===== config.mk =====
export PLATFORM = sky130hd
export DESIGN_NAME = oag_core
export DESIGN_NICKNAME = d
export VERILOG_FILES = /design/src/oag_pkg.sv /design/src/oag_core.sv /design/src/oag_bit_unit.sv
export SDC_FILE = /design/constraint.sdc
export NUM_CORES = 1
export LEC_CHECK = 0
export BUFFER_PORTS_ARGS = -buffer_cell sky130_fd_sc_hd__buf_2
export CORE_ASPECT_RATIO = 0.75
export CORE_MARGIN = 3
export CORE_UTILIZATION = 40
export CTS_BUF_LIST = sky130_fd_sc_hd__clkbuf_4 sky130_fd_sc_hd__clkbuf_8
export DETAILED_ROUTE_END_ITERATION = 12
export PLACE_DENSITY = 0.68
export SYNTH_ARGS = -nofsm -noshare
export SYNTH_HDL_FRONTEND = slang
export SYNTH_SLANG_ARGS = --single-unit

===== constraint.sdc =====
create_clock -name I_REF_CLK -period 6.19 [get_ports I_REF_CLK]
set_clock_uncertainty 0.05 [all_clocks]
set_input_delay 0.9285 -clock I_REF_CLK [delete_from_list [all_inputs] [get_ports I_REF_CLK]]
set_output_delay 0.9285 -clock I_REF_CLK [all_outputs]
set_load 0.01 [all_outputs]

===== src/oag_pkg.sv =====
// Functional notes
// - Immediate: address PC+1, PC advances two
// - Direct: high zero, low from byte two
// - Extended: two bytes high then low, PC+3
// - Indexed no offset: X low, PC+1
// - Indexed 8-bit: X plus byte, carry high
// - Indexed 16-bit: carry into high byte, PC+3
// - Relative: PC+2 plus signed offset if taken
// - Bit set/clear: direct byte, modify one bit
// - Bit test branch: PC+3 plus offset on match
// - Tested bit copied into carry always
package oag_pkg;

  // Addressing modes
  typedef enum logic [3:0] {
    OAG_IMM,
    OAG_DIR,
    OAG_EXT,
    OAG_IX,
    OAG_IX1,
    OAG_IX2,
    OAG_REL,
    OAG_BSC,
    OAG_BTB
  } oag_mode_t;

  // Instruction lengths in bytes
  localparam logic [15:0] OAG_LEN_1 = 16'h0001;
  localparam logic [15:0] OAG_LEN_2 = 16'h0002;
  localparam logic [15:0] OAG_LEN_3 = 16'h0003;
  // Zero page high byte
  localparam logic [7:0] OAG_ZERO_PAGE = 8'h00;
  // Bit number field position in the opcode
  localparam int OAG_BITNUM_LSB = 1;
  // Polarity bit position in the opcode (0 = branch if set)
  localparam int OAG_POL_BIT = 0;

  // Decode request
  typedef struct packed {
    oag_mode_t mode;
    logic [7:0] opcode;
    logic [7:0] byte1;
    logic [7:0] byte2;
    logic [7:0] index_x;
    logic [15:0] pc;
    logic cond_true;
  } oag_req_t;

  // Decode result
  typedef struct packed {
    logic [7:0] addr_hi;
    logic [7:0] addr_lo;
    logic [15:0] next_pc;
    logic [15:0] bit_branch_target;
    logic [7:0] bit_mask;
    logic bit_set;
    logic carry_we;
    logic carry_val;
  } oag_res_t;

endpackage : oag_pkg


===== src/oag_core.sv =====
`timescale 1ns/1ps
// Operand address generator: takes a full instruction, fetches the
// tested byte when needed, then presents address and next PC.
module oag_core
  import oag_pkg::*;
(
  input wire logic I_REF_CLK,
  input wire logic I_RST_B,
  input wire logic I_START,
  input wire oag_req_t I_REQ,
  input wire logic [7:0] I_RD_DATA,
  input wire logic I_RD_VALID,
  output logic O_BUSY,
  output logic O_DONE,
  output logic O_RD_REQ,
  output logic [7:0] O_ADDR_HI,
  output logic [7:0] O_ADDR_LO,
  output logic [15:0] O_NEXT_PC,
  output logic [15:0] O_BIT_BRANCH_TARGET,
  output logic [7:0] O_BIT_MASK,
  output logic O_BIT_SET,
  output logic O_CARRY_WE,
  output logic O_CARRY_VAL
);

  // Control states
  typedef enum logic [1:0] {
    ST_IDLE,
    ST_FETCH,
    ST_DONE
  } oag_state_t;

  oag_state_t state_r; // Current state
  oag_req_t req_r; // Latched request, bytes in instruction order
  oag_res_t res_nxt; // Combinational result
  oag_res_t res_r; // Registered result
  logic [7:0] tested_r; // Tested byte read back
  logic [7:0] mask; // Bit mask
  logic tbit; // Tested bit
  logic match; // Bit matches polarity
  logic set_pol; // Set vs clear
  logic [8:0] lo_sum; // Low sum with carry
  logic [15:0] effective_address; // Operand address
  logic [15:0] tested_byte_address; // Byte-two address for bit test
  // Decode source: the live request on the start edge, so the result is
  // ready together with done; the latched copy takes over after idle
  oag_req_t src;
  // Byte under test: the answer itself on its edge, the kept copy after
  logic [7:0] test_data;
  logic res_load; // Result register load strobe

  // Sign-extend and add, wrapping 16 bits
  function automatic logic [15:0] oag_rel(input logic [15:0] base, input logic [7:0] off);
    oag_rel = base + {{8{off[7]}}, off};
  endfunction : oag_rel

  // Decode source selection
  assign src = (state_r == ST_IDLE) ? I_REQ : req_r;
  // Reading the answer directly avoids a stale bit on the load edge
  assign test_data = (state_r == ST_FETCH) ? I_RD_DATA : tested_r;
  // Results load on the taken start and again on the read answer
  assign res_load = (state_r == ST_IDLE && I_START) || (state_r == ST_FETCH && I_RD_VALID);

  oag_bit_unit u_bit (
    .i_opcode(src.opcode),
    .i_data(test_data),
    .o_mask(mask),
    .o_bit(tbit),
    .o_match(match),
    .o_set(set_pol)
  );

  // Sequencer
  always_ff @(posedge I_REF_CLK) begin
    if (!I_RST_B) begin
      state_r <= ST_IDLE;
    end else begin
      unique case (state_r)
        ST_IDLE: begin
          // Bit test needs its byte before deciding; others finish next cycle
          if (I_START) begin
            state_r <= (I_REQ.mode == OAG_BTB) ? ST_FETCH : ST_DONE;
          end
        end
        ST_FETCH: begin
          if (I_RD_VALID) begin
            state_r <= ST_DONE;
          end
        end
        ST_DONE: begin
          state_r <= ST_IDLE;
        end
      endcase
    end
  end

  // Request latch
  always_ff @(posedge I_REF_CLK) begin
    if (!I_RST_B) begin
      req_r <= '0;
    end else if (state_r == ST_IDLE && I_START) begin
      req_r <= I_REQ;
    end
  end

  // Tested byte capture
  always_ff @(posedge I_REF_CLK) begin
    if (!I_RST_B) begin
      tested_r <= 8'h00;
    end else if (state_r == ST_FETCH && I_RD_VALID) begin
      tested_r <= I_RD_DATA;
    end
  end

  // Address and PC arithmetic, every sum wrapping at 16 bits
  always_comb begin
    res_nxt = '0;
    // Index plus second byte; the 8-bit offset form redoes it below
    lo_sum = 9'(src.index_x) + 9'(src.byte2);
    effective_address = {OAG_ZERO_PAGE, src.byte1};
    tested_byte_address = {OAG_ZERO_PAGE, src.byte1};
    // Two-byte instructions are the common case
    res_nxt.next_pc = src.pc + OAG_LEN_2;
    unique case (src.mode)
      OAG_IMM: begin
        // Operand is the byte after the opcode
        effective_address = src.pc + OAG_LEN_1;
        res_nxt.next_pc = src.pc + OAG_LEN_2;
      end
      OAG_DIR: begin
        // Page zero only
        effective_address = {OAG_ZERO_PAGE, src.byte1};
      end
      OAG_EXT: begin
        // First byte is the high half
        effective_address = {src.byte1, src.byte2};
        res_nxt.next_pc = src.pc + OAG_LEN_3;
      end
      OAG_IX: begin
        // One-byte instruction, index alone
        effective_address = {OAG_ZERO_PAGE, src.index_x};
        res_nxt.next_pc = src.pc + OAG_LEN_1;
      end
      OAG_IX1: begin
        // Carry out of the byte sum becomes the high byte
        lo_sum = 9'(src.index_x) + 9'(src.byte1);
        effective_address = {7'h00, lo_sum};
      end
      OAG_IX2: begin
        // Low carry ripples into the first offset byte
        effective_address = {src.byte1 + 8'(lo_sum[8]), lo_sum[7:0]};
        res_nxt.next_pc = src.pc + OAG_LEN_3;
      end
      OAG_REL: begin
        // Taken branch: PC+2 plus signed offset, else fall through
        res_nxt.next_pc = src.cond_true ?
          oag_rel(src.pc + OAG_LEN_2, src.byte1) : src.pc + OAG_LEN_2;
        effective_address = res_nxt.next_pc;
      end
      OAG_BSC: begin
        // Page zero address, opcode picks the bit and its sense
        effective_address = {OAG_ZERO_PAGE, src.byte1};
        res_nxt.bit_mask = mask;
        res_nxt.bit_set = set_pol;
      end
      OAG_BTB: begin
        // Target always formed, taken only on a polarity match
        effective_address = tested_byte_address;
        res_nxt.bit_branch_target = oag_rel(src.pc + OAG_LEN_3, src.byte2);
        res_nxt.next_pc = match ? res_nxt.bit_branch_target
                                : src.pc + OAG_LEN_3;
        res_nxt.bit_mask = mask;
        // Carry follows the tested bit whether or not the branch is taken
        res_nxt.carry_we = 1'b1;
        res_nxt.carry_val = tbit;
      end
      default: begin
        // Unused mode codes give a harmless zero address
        effective_address = 16'h0000;
      end
    endcase
    res_nxt.addr_hi = effective_address[15:8];
    res_nxt.addr_lo = effective_address[7:0];
  end

  // Result register; loads on the taken start and again on the read answer, then holds
  // so the outputs stay put while idle
  always_ff @(posedge I_REF_CLK) begin
    if (!I_RST_B) begin
      res_r <= '0;
    end else if (res_load) begin
      res_r <= res_nxt;
    end
  end

  // Bus read of the tested byte; only after both bytes were latched
  assign O_RD_REQ = (state_r == ST_FETCH);
  assign O_BUSY = (state_r != ST_IDLE);
  assign O_DONE = (state_r == ST_DONE);
  assign O_ADDR_HI = (state_r == ST_FETCH) ? OAG_ZERO_PAGE : res_r.addr_hi;
  assign O_ADDR_LO = (state_r == ST_FETCH) ? req_r.byte1 : res_r.addr_lo;
  assign O_NEXT_PC = res_r.next_pc;
  assign O_BIT_BRANCH_TARGET = res_r.bit_branch_target;
  assign O_BIT_MASK = res_r.bit_mask;
  assign O_BIT_SET = res_r.bit_set;
  assign O_CARRY_WE = O_DONE & res_r.carry_we;
  assign O_CARRY_VAL = res_r.carry_val;

  // Assertions
  a_ext_pc_adv: assert property (@(posedge I_REF_CLK) disable iff (!I_RST_B)
    O_DONE && req_r.mode == OAG_EXT |-> O_NEXT_PC == req_r.pc + 16'h0003)
    else $error("extended next pc wrong");
  a_dir_zero_hi: assert property (@(posedge I_REF_CLK) disable iff (!I_RST_B)
    O_DONE && req_r.mode == OAG_DIR |-> O_ADDR_HI == 8'h00 && O_ADDR_LO == req_r.byte1)
    else $error("direct address wrong");
  a_ix_no_off: assert property (@(posedge I_REF_CLK) disable iff (!I_RST_B)
    O_DONE && req_r.mode == OAG_IX |-> O_ADDR_LO == req_r.index_x
      && O_NEXT_PC == req_r.pc + 16'h0001)
    else $error("indexed no offset wrong");
  a_ix1_carry: assert property (@(posedge I_REF_CLK) disable iff (!I_RST_B)
    O_DONE && req_r.mode == OAG_IX1 |->
      {O_ADDR_HI, O_ADDR_LO} == 16'(req_r.index_x) + 16'(req_r.byte1))
    else $error("indexed 8-bit sum wrong");
  a_ix2_sum: assert property (@(posedge I_REF_CLK) disable iff (!I_RST_B)
    O_DONE && req_r.mode == OAG_IX2 |->
      {O_ADDR_HI, O_ADDR_LO} == {req_r.byte1, req_r.byte2} + 16'(req_r.index_x))
    else $error("indexed 16-bit sum wrong");
  a_imm_addr: assert property (@(posedge I_REF_CLK) disable iff (!I_RST_B)
    O_DONE && req_r.mode == OAG_IMM |->
      {O_ADDR_HI, O_ADDR_LO} == req_r.pc + 16'h0001 && O_NEXT_PC == req_r.pc + 16'h0002)
    else $error("immediate wrong");
  a_rel_fall: assert property (@(posedge I_REF_CLK) disable iff (!I_RST_B)
    O_DONE && req_r.mode == OAG_REL && !req_r.cond_true |->
      O_NEXT_PC == req_r.pc + 16'h0002)
    else $error("relative fall through wrong");
  a_bsc_page: assert property (@(posedge I_REF_CLK) disable iff (!I_RST_B)
    O_DONE && req_r.mode == OAG_BSC |-> O_ADDR_HI == 8'h00
      && $onehot(O_BIT_MASK) && O_NEXT_PC == req_r.pc + 16'h0002)
    else $error("bit set clear wrong");
  a_btb_branch: assert property (@(posedge I_REF_CLK) disable iff (!I_RST_B)
    O_DONE && req_r.mode == OAG_BTB |->
      O_NEXT_PC == (match ? O_BIT_BRANCH_TARGET : req_r.pc + 16'h0003))
    else $error("bit branch pc wrong");
  a_btb_carry: assert property (@(posedge I_REF_CLK) disable iff (!I_RST_B)
    O_DONE && req_r.mode == OAG_BTB |-> O_CARRY_WE && O_CARRY_VAL == tbit)
    else $error("carry not copied");
  a_ext_addr: assert property (@(posedge I_REF_CLK) disable iff (!I_RST_B)
    O_DONE && req_r.mode == OAG_EXT |-> {O_ADDR_HI, O_ADDR_LO} == {req_r.byte1, req_r.byte2})
    else $error("extended address wrong");
  a_ix_hi_zero: assert property (@(posedge I_REF_CLK) disable iff (!I_RST_B)
    O_DONE && req_r.mode == OAG_IX |-> O_ADDR_HI == 8'h00)
    else $error("indexed high byte not zero");
  a_rel_taken: assert property (@(posedge I_REF_CLK) disable iff (!I_RST_B)
    O_DONE && req_r.mode == OAG_REL && req_r.cond_true |->
      O_NEXT_PC == req_r.pc + 16'h0002 + {{8{req_r.byte1[7]}}, req_r.byte1})
    else $error("relative taken target wrong");
  a_bsc_mask: assert property (@(posedge I_REF_CLK) disable iff (!I_RST_B)
    O_DONE && req_r.mode == OAG_BSC |->
      O_BIT_MASK == (8'h01 << req_r.opcode[OAG_BITNUM_LSB +: 3])
      && O_BIT_SET == !req_r.opcode[OAG_POL_BIT])
    else $error("bit set clear mask wrong");
  a_btb_target: assert property (@(posedge I_REF_CLK) disable iff (!I_RST_B)
    O_DONE && req_r.mode == OAG_BTB |->
      O_BIT_BRANCH_TARGET == req_r.pc + 16'h0003 + {{8{req_r.byte2[7]}}, req_r.byte2})
    else $error("bit branch target wrong");
  a_rd_req_page: assert property (@(posedge I_REF_CLK) disable iff (!I_RST_B)
    O_RD_REQ |-> req_r.mode == OAG_BTB && O_ADDR_HI == 8'h00)
    else $error("tested byte read outside page zero");
  a_carry_src_bit: assert property (@(posedge I_REF_CLK) disable iff (!I_RST_B)
    O_DONE && req_r.mode == OAG_BTB |->
      O_CARRY_VAL == tested_r[req_r.opcode[OAG_BITNUM_LSB +: 3]])
    else $error("carry not the tested bit");
  a_carry_only_btb: assert property (@(posedge I_REF_CLK) disable iff (!I_RST_B)
    O_CARRY_WE |-> O_DONE && req_r.mode == OAG_BTB)
    else $error("carry written outside bit test");
  a_done_pulse: assert property (@(posedge I_REF_CLK) disable iff (!I_RST_B)
    O_DONE |=> !O_DONE)
    else $error("done longer than one cycle");
  a_fetch_order: assert property (@(posedge I_REF_CLK) disable iff (!I_RST_B)
    I_START && !O_BUSY && I_REQ.mode == OAG_BTB |=> O_RD_REQ
      && O_ADDR_LO == $past(I_REQ.byte1))
    else $error("tested byte fetch wrong");

  c_btb_taken: cover property (@(posedge I_REF_CLK) O_DONE && req_r.mode == OAG_BTB && match);
  c_rel_taken: cover property (@(posedge I_REF_CLK) O_DONE && req_r.mode == OAG_REL
    && req_r.cond_true);
  c_ix2_carry: cover property (@(posedge I_REF_CLK) O_DONE && req_r.mode == OAG_IX2
    && lo_sum[8]);
  c_ix1_carry: cover property (@(posedge I_REF_CLK) O_DONE && req_r.mode == OAG_IX1
    && O_ADDR_HI == 8'h01);
  c_btb_miss: cover property (@(posedge I_REF_CLK) O_DONE && req_r.mode == OAG_BTB && !match);

endmodule : oag_core


===== src/oag_bit_unit.sv =====
`timescale 1ns/1ps
// Bit select, mask and test-and-branch decision
module oag_bit_unit
  import oag_pkg::*;
(
  input wire logic [7:0] i_opcode,
  input wire logic [7:0] i_data,
  output logic [7:0] o_mask,
  output logic o_bit,
  output logic o_match,
  output logic o_set
);
  logic [2:0] bit_num; // Bit number from opcode
  always_comb begin
    bit_num = i_opcode[OAG_BITNUM_LSB +: 3];
    o_mask = 8'h01 << bit_num;
    o_bit = i_data[bit_num];
    // Even opcode: branch/set when bit set; odd: when clear
    o_set = ~i_opcode[OAG_POL_BIT];
    o_match = (o_bit == o_set);
  end
endmodule : oag_bit_unit


* Yosys cells after proc, flatten, opt, wreduce, memory -nomap -nowiden
Index checks and enable logic that the tools add are counted.
W data, S select, Z words.
** Storage, ports and cells
- Input port bits :: 65
- Register bits :: 122
- Latch bits :: 0
- Word-level logic and storage cells :: 71
- Memories kept :: 0
- Output and inout port bits :: 62
- Memory bits (read-only) :: 0
- Bits in writable memories :: 0
** Operators by class
- Multipliers :: 0
- Bitwise operators :: 2
- Eq/ne operators :: 14
- Add/subtract/negate cells :: 8
- Muxes and demuxes :: 18
- Div/mod/pow operators :: 0
- Shift-type cells :: 1
- Order comparisons :: 1
- Reductions and logical operators :: 10
** Operators with widths (number)
- $pmux W16 S7 :: 1
- $pmux W16 S4 :: 1
- $mux W53 :: 1
- $mux W16 :: 3
- $add A16 B16 Y16 :: 2
- $add A16 B2 Y16 const B :: 2
- $mux W8 :: 4
- $add A8 B8 Y9 :: 2
- $add A16 B1 Y16 const B :: 1
- $eq A4 B3 Y1 const B :: 4
- $add A8 B1 Y8 :: 1
- $eq A4 B2 Y1 const B :: 2
- $eq A4 B4 Y1 const B :: 2
- $mux W2 :: 4
- $shl A1 B3 Y8 const A :: 1
- $pmux W2 S3 :: 1
- $eq A4 B1 Y1 const B :: 1
- $logic_not A4 Y1 :: 1
- $lt A3 B4 Y1 const B :: 1
- $ne A2 B2 Y1 const B :: 2
- $reduce_or A2 Y1 :: 2
- $bmux W1 S3 :: 1
- $reduce_or A3 Y1 :: 1
- $eq A2 B1 Y1 const B :: 1
- 10 further kinds :: 12

* Depth between registers and ports, before layout
- Depth after elaboration :: 7
- Depth in mapped cells :: 28
- Mapped depth without buffers :: 21

* Hierarchy
Synthesis repeated with hierarchy kept, for this count alone.
** Second synthesis, totals
- Cells, all modules :: 1253
- Area total of the unflattened synthesis :: 10301.1 µm²
** Modules (own cells, without submodules)
- oag_core :: cells an instance 1230, seq. area each 2442.3 µm², instances 1, area an instance 10117.2 µm²
- oag_bit_unit :: cells an instance 23, seq. area each 0.0 µm², instances 1, area an instance 183.9 µm²

* Least setup slack after synthesis
OpenSTA, ideal clock, no wires.
- Path kind :: reg-to-reg
- Start point :: reg state_r[0]
- End point :: reg res_r[57] (netlist bit)
- Data required time :: 6059 ps
- Cell stages (with the launch flop) :: 27
- Path buffers :: 7
- Clock period less this slack :: 4701 ps
- Library setup time :: 81 ps
- Arrival :: 4571 ps
- Path slack :: 1489 ps
- Cells stage by stage :: dfxtp_1 -> inv_1 -> ha_1 -> buf_6 -> buf_4 -> buf_4 -> buf_4 -> buf_4 -> buf_4 -> buf_2 -> mux2_2 -> ha_1 -> inv_1 -> fa_1 -> inv_1 -> a21oi_1 -> o21bai_1 -> a21oi_1 -> o21bai_1 -> a21o_1 -> a21o_1 -> ha_1 -> ha_1 -> nand3_1 -> or3_1 -> or3_1 -> a41oi_1
** Between the ends
- Word-level cells in the longest chain between the ends :: 6
- Elaborated cells on any way between the ends :: 23
- Those cells by class :: add/sub: 5; eq/ne: 9; mux: 3; reduce/logical: 6
** RTL lines
- start, declared :: RTL line oag_core.sv:33 : oag_state_t state_r;
- start signal, assigned :: RTL line oag_core.sv:82 : state_r <= (I_REQ.mode == OAG_BTB) ? ST_FETCH : ST_DONE;
- $logic_not A2 Y1 :: RTL line oag_core.sv:58, oag_core.sv:62
- $mux W53 :: RTL line oag_core.sv:58 : assign src = (state_r == ST_IDLE) ? I_REQ : req_r;
- $add A16 B2 Y16 :: RTL line oag_core.sv:157 : oag_rel(src.pc + OAG_LEN_2, src.byte1) : src.pc + OAG_LEN_2;
- $add A16 B16 Y16 :: RTL line oag_core.sv:54 : oag_rel = base + {{8{off[7]}}, off};
- $mux W16 :: RTL line oag_core.sv:156 : res_nxt.next_pc = src.cond_true ?
- $pmux W16 S7 :: RTL line oag_core.sv:124 : unique case (src.mode)
- end signal, assigned :: RTL line oag_core.sv:192 : res_r <= res_nxt;
- end, declared :: RTL line oag_core.sv:36 : oag_res_t res_r;
Parallel ways exist; a longest one is shown, timed or not.
A chain may end at the register's enable or synchronous reset.

* Worst setup path after layout
- Start point :: reg state_r[0]
- End point :: reg res_r, in the netlist O_NEXT_PC[15]
** Between the ends
- Word-level cells in the longest chain between the ends :: 7
- Elaborated cells on any way between the ends :: 25
- Those cells by class :: add/sub: 5; eq/ne: 7; mux: 7; bitwise: 1; reduce/logical: 5
** RTL lines
- branches (longest 7 deep; another with $add A16 B2 Y16)
Parallel ways; which one is timed is not known. The select of a mux whose other input is x is not followed.

==> run metrics <==
Num Clock Sinks 118; Internal Dissipation 1.69 mW; H-Tree Level Count 4; number of port buffers 122; number of buffers created by CTS 17; DRC violation count after routing 0; total gr overflow 0; sequential area share after synthesis 0.239; number of warning messages in the yosys log 0; global-route wire length before repair between 50000 and 60000 um; leading cell type in the layout, fill and taps excluded nand2_1; number of buffers inserted to repair setup after CTS 0; Gates resized, CTS repair 0; switching power of the nets 1.20 mW; worst hold slack 0.412 ns; number of filler instances in the final layout 2473; commonest cells after routing, fill and taps aside nand2_1 (222), buf_2 (122), dfxtp_1 (118); required time worst endpoint 6.54 ns; sort of element at the end of the critical path flip-flop; root buffer cell clkbuf_8; proportion of netlist area held by the largest area contributor 0.239; initial antenna violation count 0; dpl cell area 10500 um^2; via count of the routed design 9837; number of hold buffers added after cts 0; vias per inst 5.88; Iteration-0 DRC Markers ~1200; worst-skew pair later-pin latency roughly 0.47 ns; outcome finished clean; remaining max-slew budget at the tightest pin 0.315; synth unique cells between 70 and 80; Tcrit/Tclk final 0.818; area of the mapped netlist 9900 um^2; Synth area leaders dfxtp_1 (24%), nand2_1 (8.5%), ha_1 (6.8%); starting utilization of the core area 0.410; maximum net fanout on the critical path 52; GRT Resource Usage Total 0.253; non-filler cells in the finished layout between 1500 and 2000; die outline area about 27000 um^2; Highest Clock Rate 198 MHz; final count of pins violating max slew 0; first element of the critical path state_r[0]$_SDFFE_PN0P_; area of the multi-input gates ~6800 um^2; Sum Neg Setup Slack 0 ns; FF/Latch Area 2360 um^2; flip-flop cell with the highest count after synthesis dfxtp_1; synthesized net count between 1000 and 1500; switching share of total power 0.415; Hold Vio Cnt, Final 0; clock tree from TritonCTS done; EDFF count, synth 0; Worst Tran Pin Value 1.03 ns; critical path data arrival time approximately 5.4 ns; die boundary height ~140 um; worst hold start O_BIT_BRANCH_TARGET[0]$_SDFFE_PN0P_; area leader, netlist dfxtp_1; instance count after placement with tap cells included 1642; RR Endpoint O_NEXT_PC[15]$_SDFFE_PN0P_; average instance area after synthesis ~7.8 um^2; count of standard-cell rows 49; sequential fraction of design power 0.292; total iterations of the first detailed-routing run 6; core area approximately 24000 um^2; die width 188 um; Antenna Diode Count 0; Worst Reg-to-Reg Cells 17; average wire per standard cell 20.4 um; setup repair after global routing missed its margin false; combinational share of power 0.441; Max IR drop VDD 0.142 mV; I/O pin total 127; Area growth, synth to finish 10.7%; remaining antenna violation count after routing 0; Reg clk slew, reported paths 0.09 ns; fraction of layout cells with a size suffix above 1 0.184; sort of element at the start of the critical path flip-flop; vias in the first global route 9272; maximum number of pins on one net before global-route repair 59; Post-Layout Inst Area 11000 um^2; async set or reset register ratio after synthesis 0; final setup fails 0; HPWL after detailed placement 25900 um; maximum root-to-sink buffer count 2; Period minus WS final 5.06 ns; number of max-cap violations 0; cell count after synthesis 1272; number of flip-flops and latches in the synthesized netlist 118; class of the tightest hold or removal check flip-flop to flip-flop; routability congestion estimate from global placement 1.00; total length of routed wires 34200 um; crit path kind flip-flop to flip-flop; layout net count between 1000 and 1500; power density relative to cell area 264 nW/um^2; startpoint of the worst-slack reg-to-reg timing path state_r[0]$_SDFFE_PN0P_; slack of the worst reg-to-reg path 1.13 ns; Clk pwr share 0.266; Critical path destination O_NEXT_PC[15]$_SDFFE_PN0P_; reported leakage power between 4 and 5 nW
## per-stage QoR
stage	utilization	power [mW]	setup WS, ns
floorplan	-	1.76	1.49
global placement	0.436	2.08	1.32
detailed placement	0.436	2.10	1.25
CTS	0.454	2.87	1.25
global route	0.454	3.05	0.776
finish	0.454	2.89	1.13
## synthesized netlist by cell type (all sizes together), types with 32 or more instances
cell type / instances
nand2: 223
dfxtp: 118
a21oi: 78
a21boi: 72
buf: 59
o21ai: 58
ha: 54
clkbuf: 51
xnor2: 47
mux2: 45
nand3: 42
nor2: 42
nor2b: 37
a22oi: 33
inv: 33
mux2i: 32
## how the worst min path moves through the flow
stage / to / cells after the start
after floorplan: res_r[52]$_SDFFE_PN0P_ / 2
after global placement: req_r[24]$_SDFFE_PN0P_ / 2
after detailed placement: O_BIT_BRANCH_TARGET[0]$_SDFFE_PN0P_ / 2
after CTS: O_BIT_BRANCH_TARGET[0]$_SDFFE_PN0P_ / 2
after global routing: req_r[15]$_SDFFE_PN0P_ / 2
final: O_BIT_BRANCH_TARGET[0]$_SDFFE_PN0P_ / 2
## layer usage
layer | share of wire | track usage
met5 | 0 | 0
met2 | 0.41 | 0.374
met4 | 0.027 | 0.0750
met1 | 0.45 | 0.353
met3 | 0.11 | 0.0803
## power by group through the flow
stage          Sequential, mW  Combinational (mW)  Clock [mW]
6_report                0.844                1.27       0.770
2_1_floorplan           0.847               0.913           0
3_5_place_dp            0.861                1.24           0
5_1_grt                 0.850                1.38       0.819
3_3_place_gp            0.859                1.22           0
4_1_cts                 0.844                1.25       0.781
## cells by family (layout without fill, tap and decap cells)
family,after synthesis,in the layout,share of synthesized area
xor+xnor,74,74,0.0662
compound gates,371,371,0.259
mux,77,77,0.0843
simple gates,431,431,0.203
flops,118,118,0.239
buf+inv,144,215,0.0746
fa+ha+maj,57,57,0.0743
## state kept, by name, indices dropped and copies added, names as in the netlist
register / flops
O_CARRY_VAL: 1
O_BIT_SET: 1
O_NEXT_PC: 16
req_r: 49
tested_r: 8
O_BIT_MASK: 8
state_r: 2
O_BIT_BRANCH_TARGET: 16
res_r: 17
## critical path, stage by stage, from the launching register on
cell and delay [ns]:
dfxtp_1 0.33, inv_1 0.12, ha_4 0.60, nand3_1 0.33
nand2_1 0.18, nand2b_1 0.10, o21ai_0 0.48, inv_1 0.10
ha_1 0.36, o21ai_0 0.11, a21o_1 0.17, a31oi_1 0.31
a311oi_1 0.27, o31a_1 0.39, o211ai_1 0.32, mux2i_1 0.28
or3b_1 0.36, o211ai_1 0.09
## final cells by class
| type | instances | area share |
|---|---|---|
| clock buffer | 20 | 0.0251 |
| tap | 331 | 0.0378 |
| sequential | 118 | 0.216 |
| inverter | 34 | 0.0116 |
| timing repair buffer | 149 | 0.0742 |
| clock inverter | 12 | 0.0129 |
| multi-input combinational | 1010 | 0.623 |
Power figures use the tool's default switching activity.
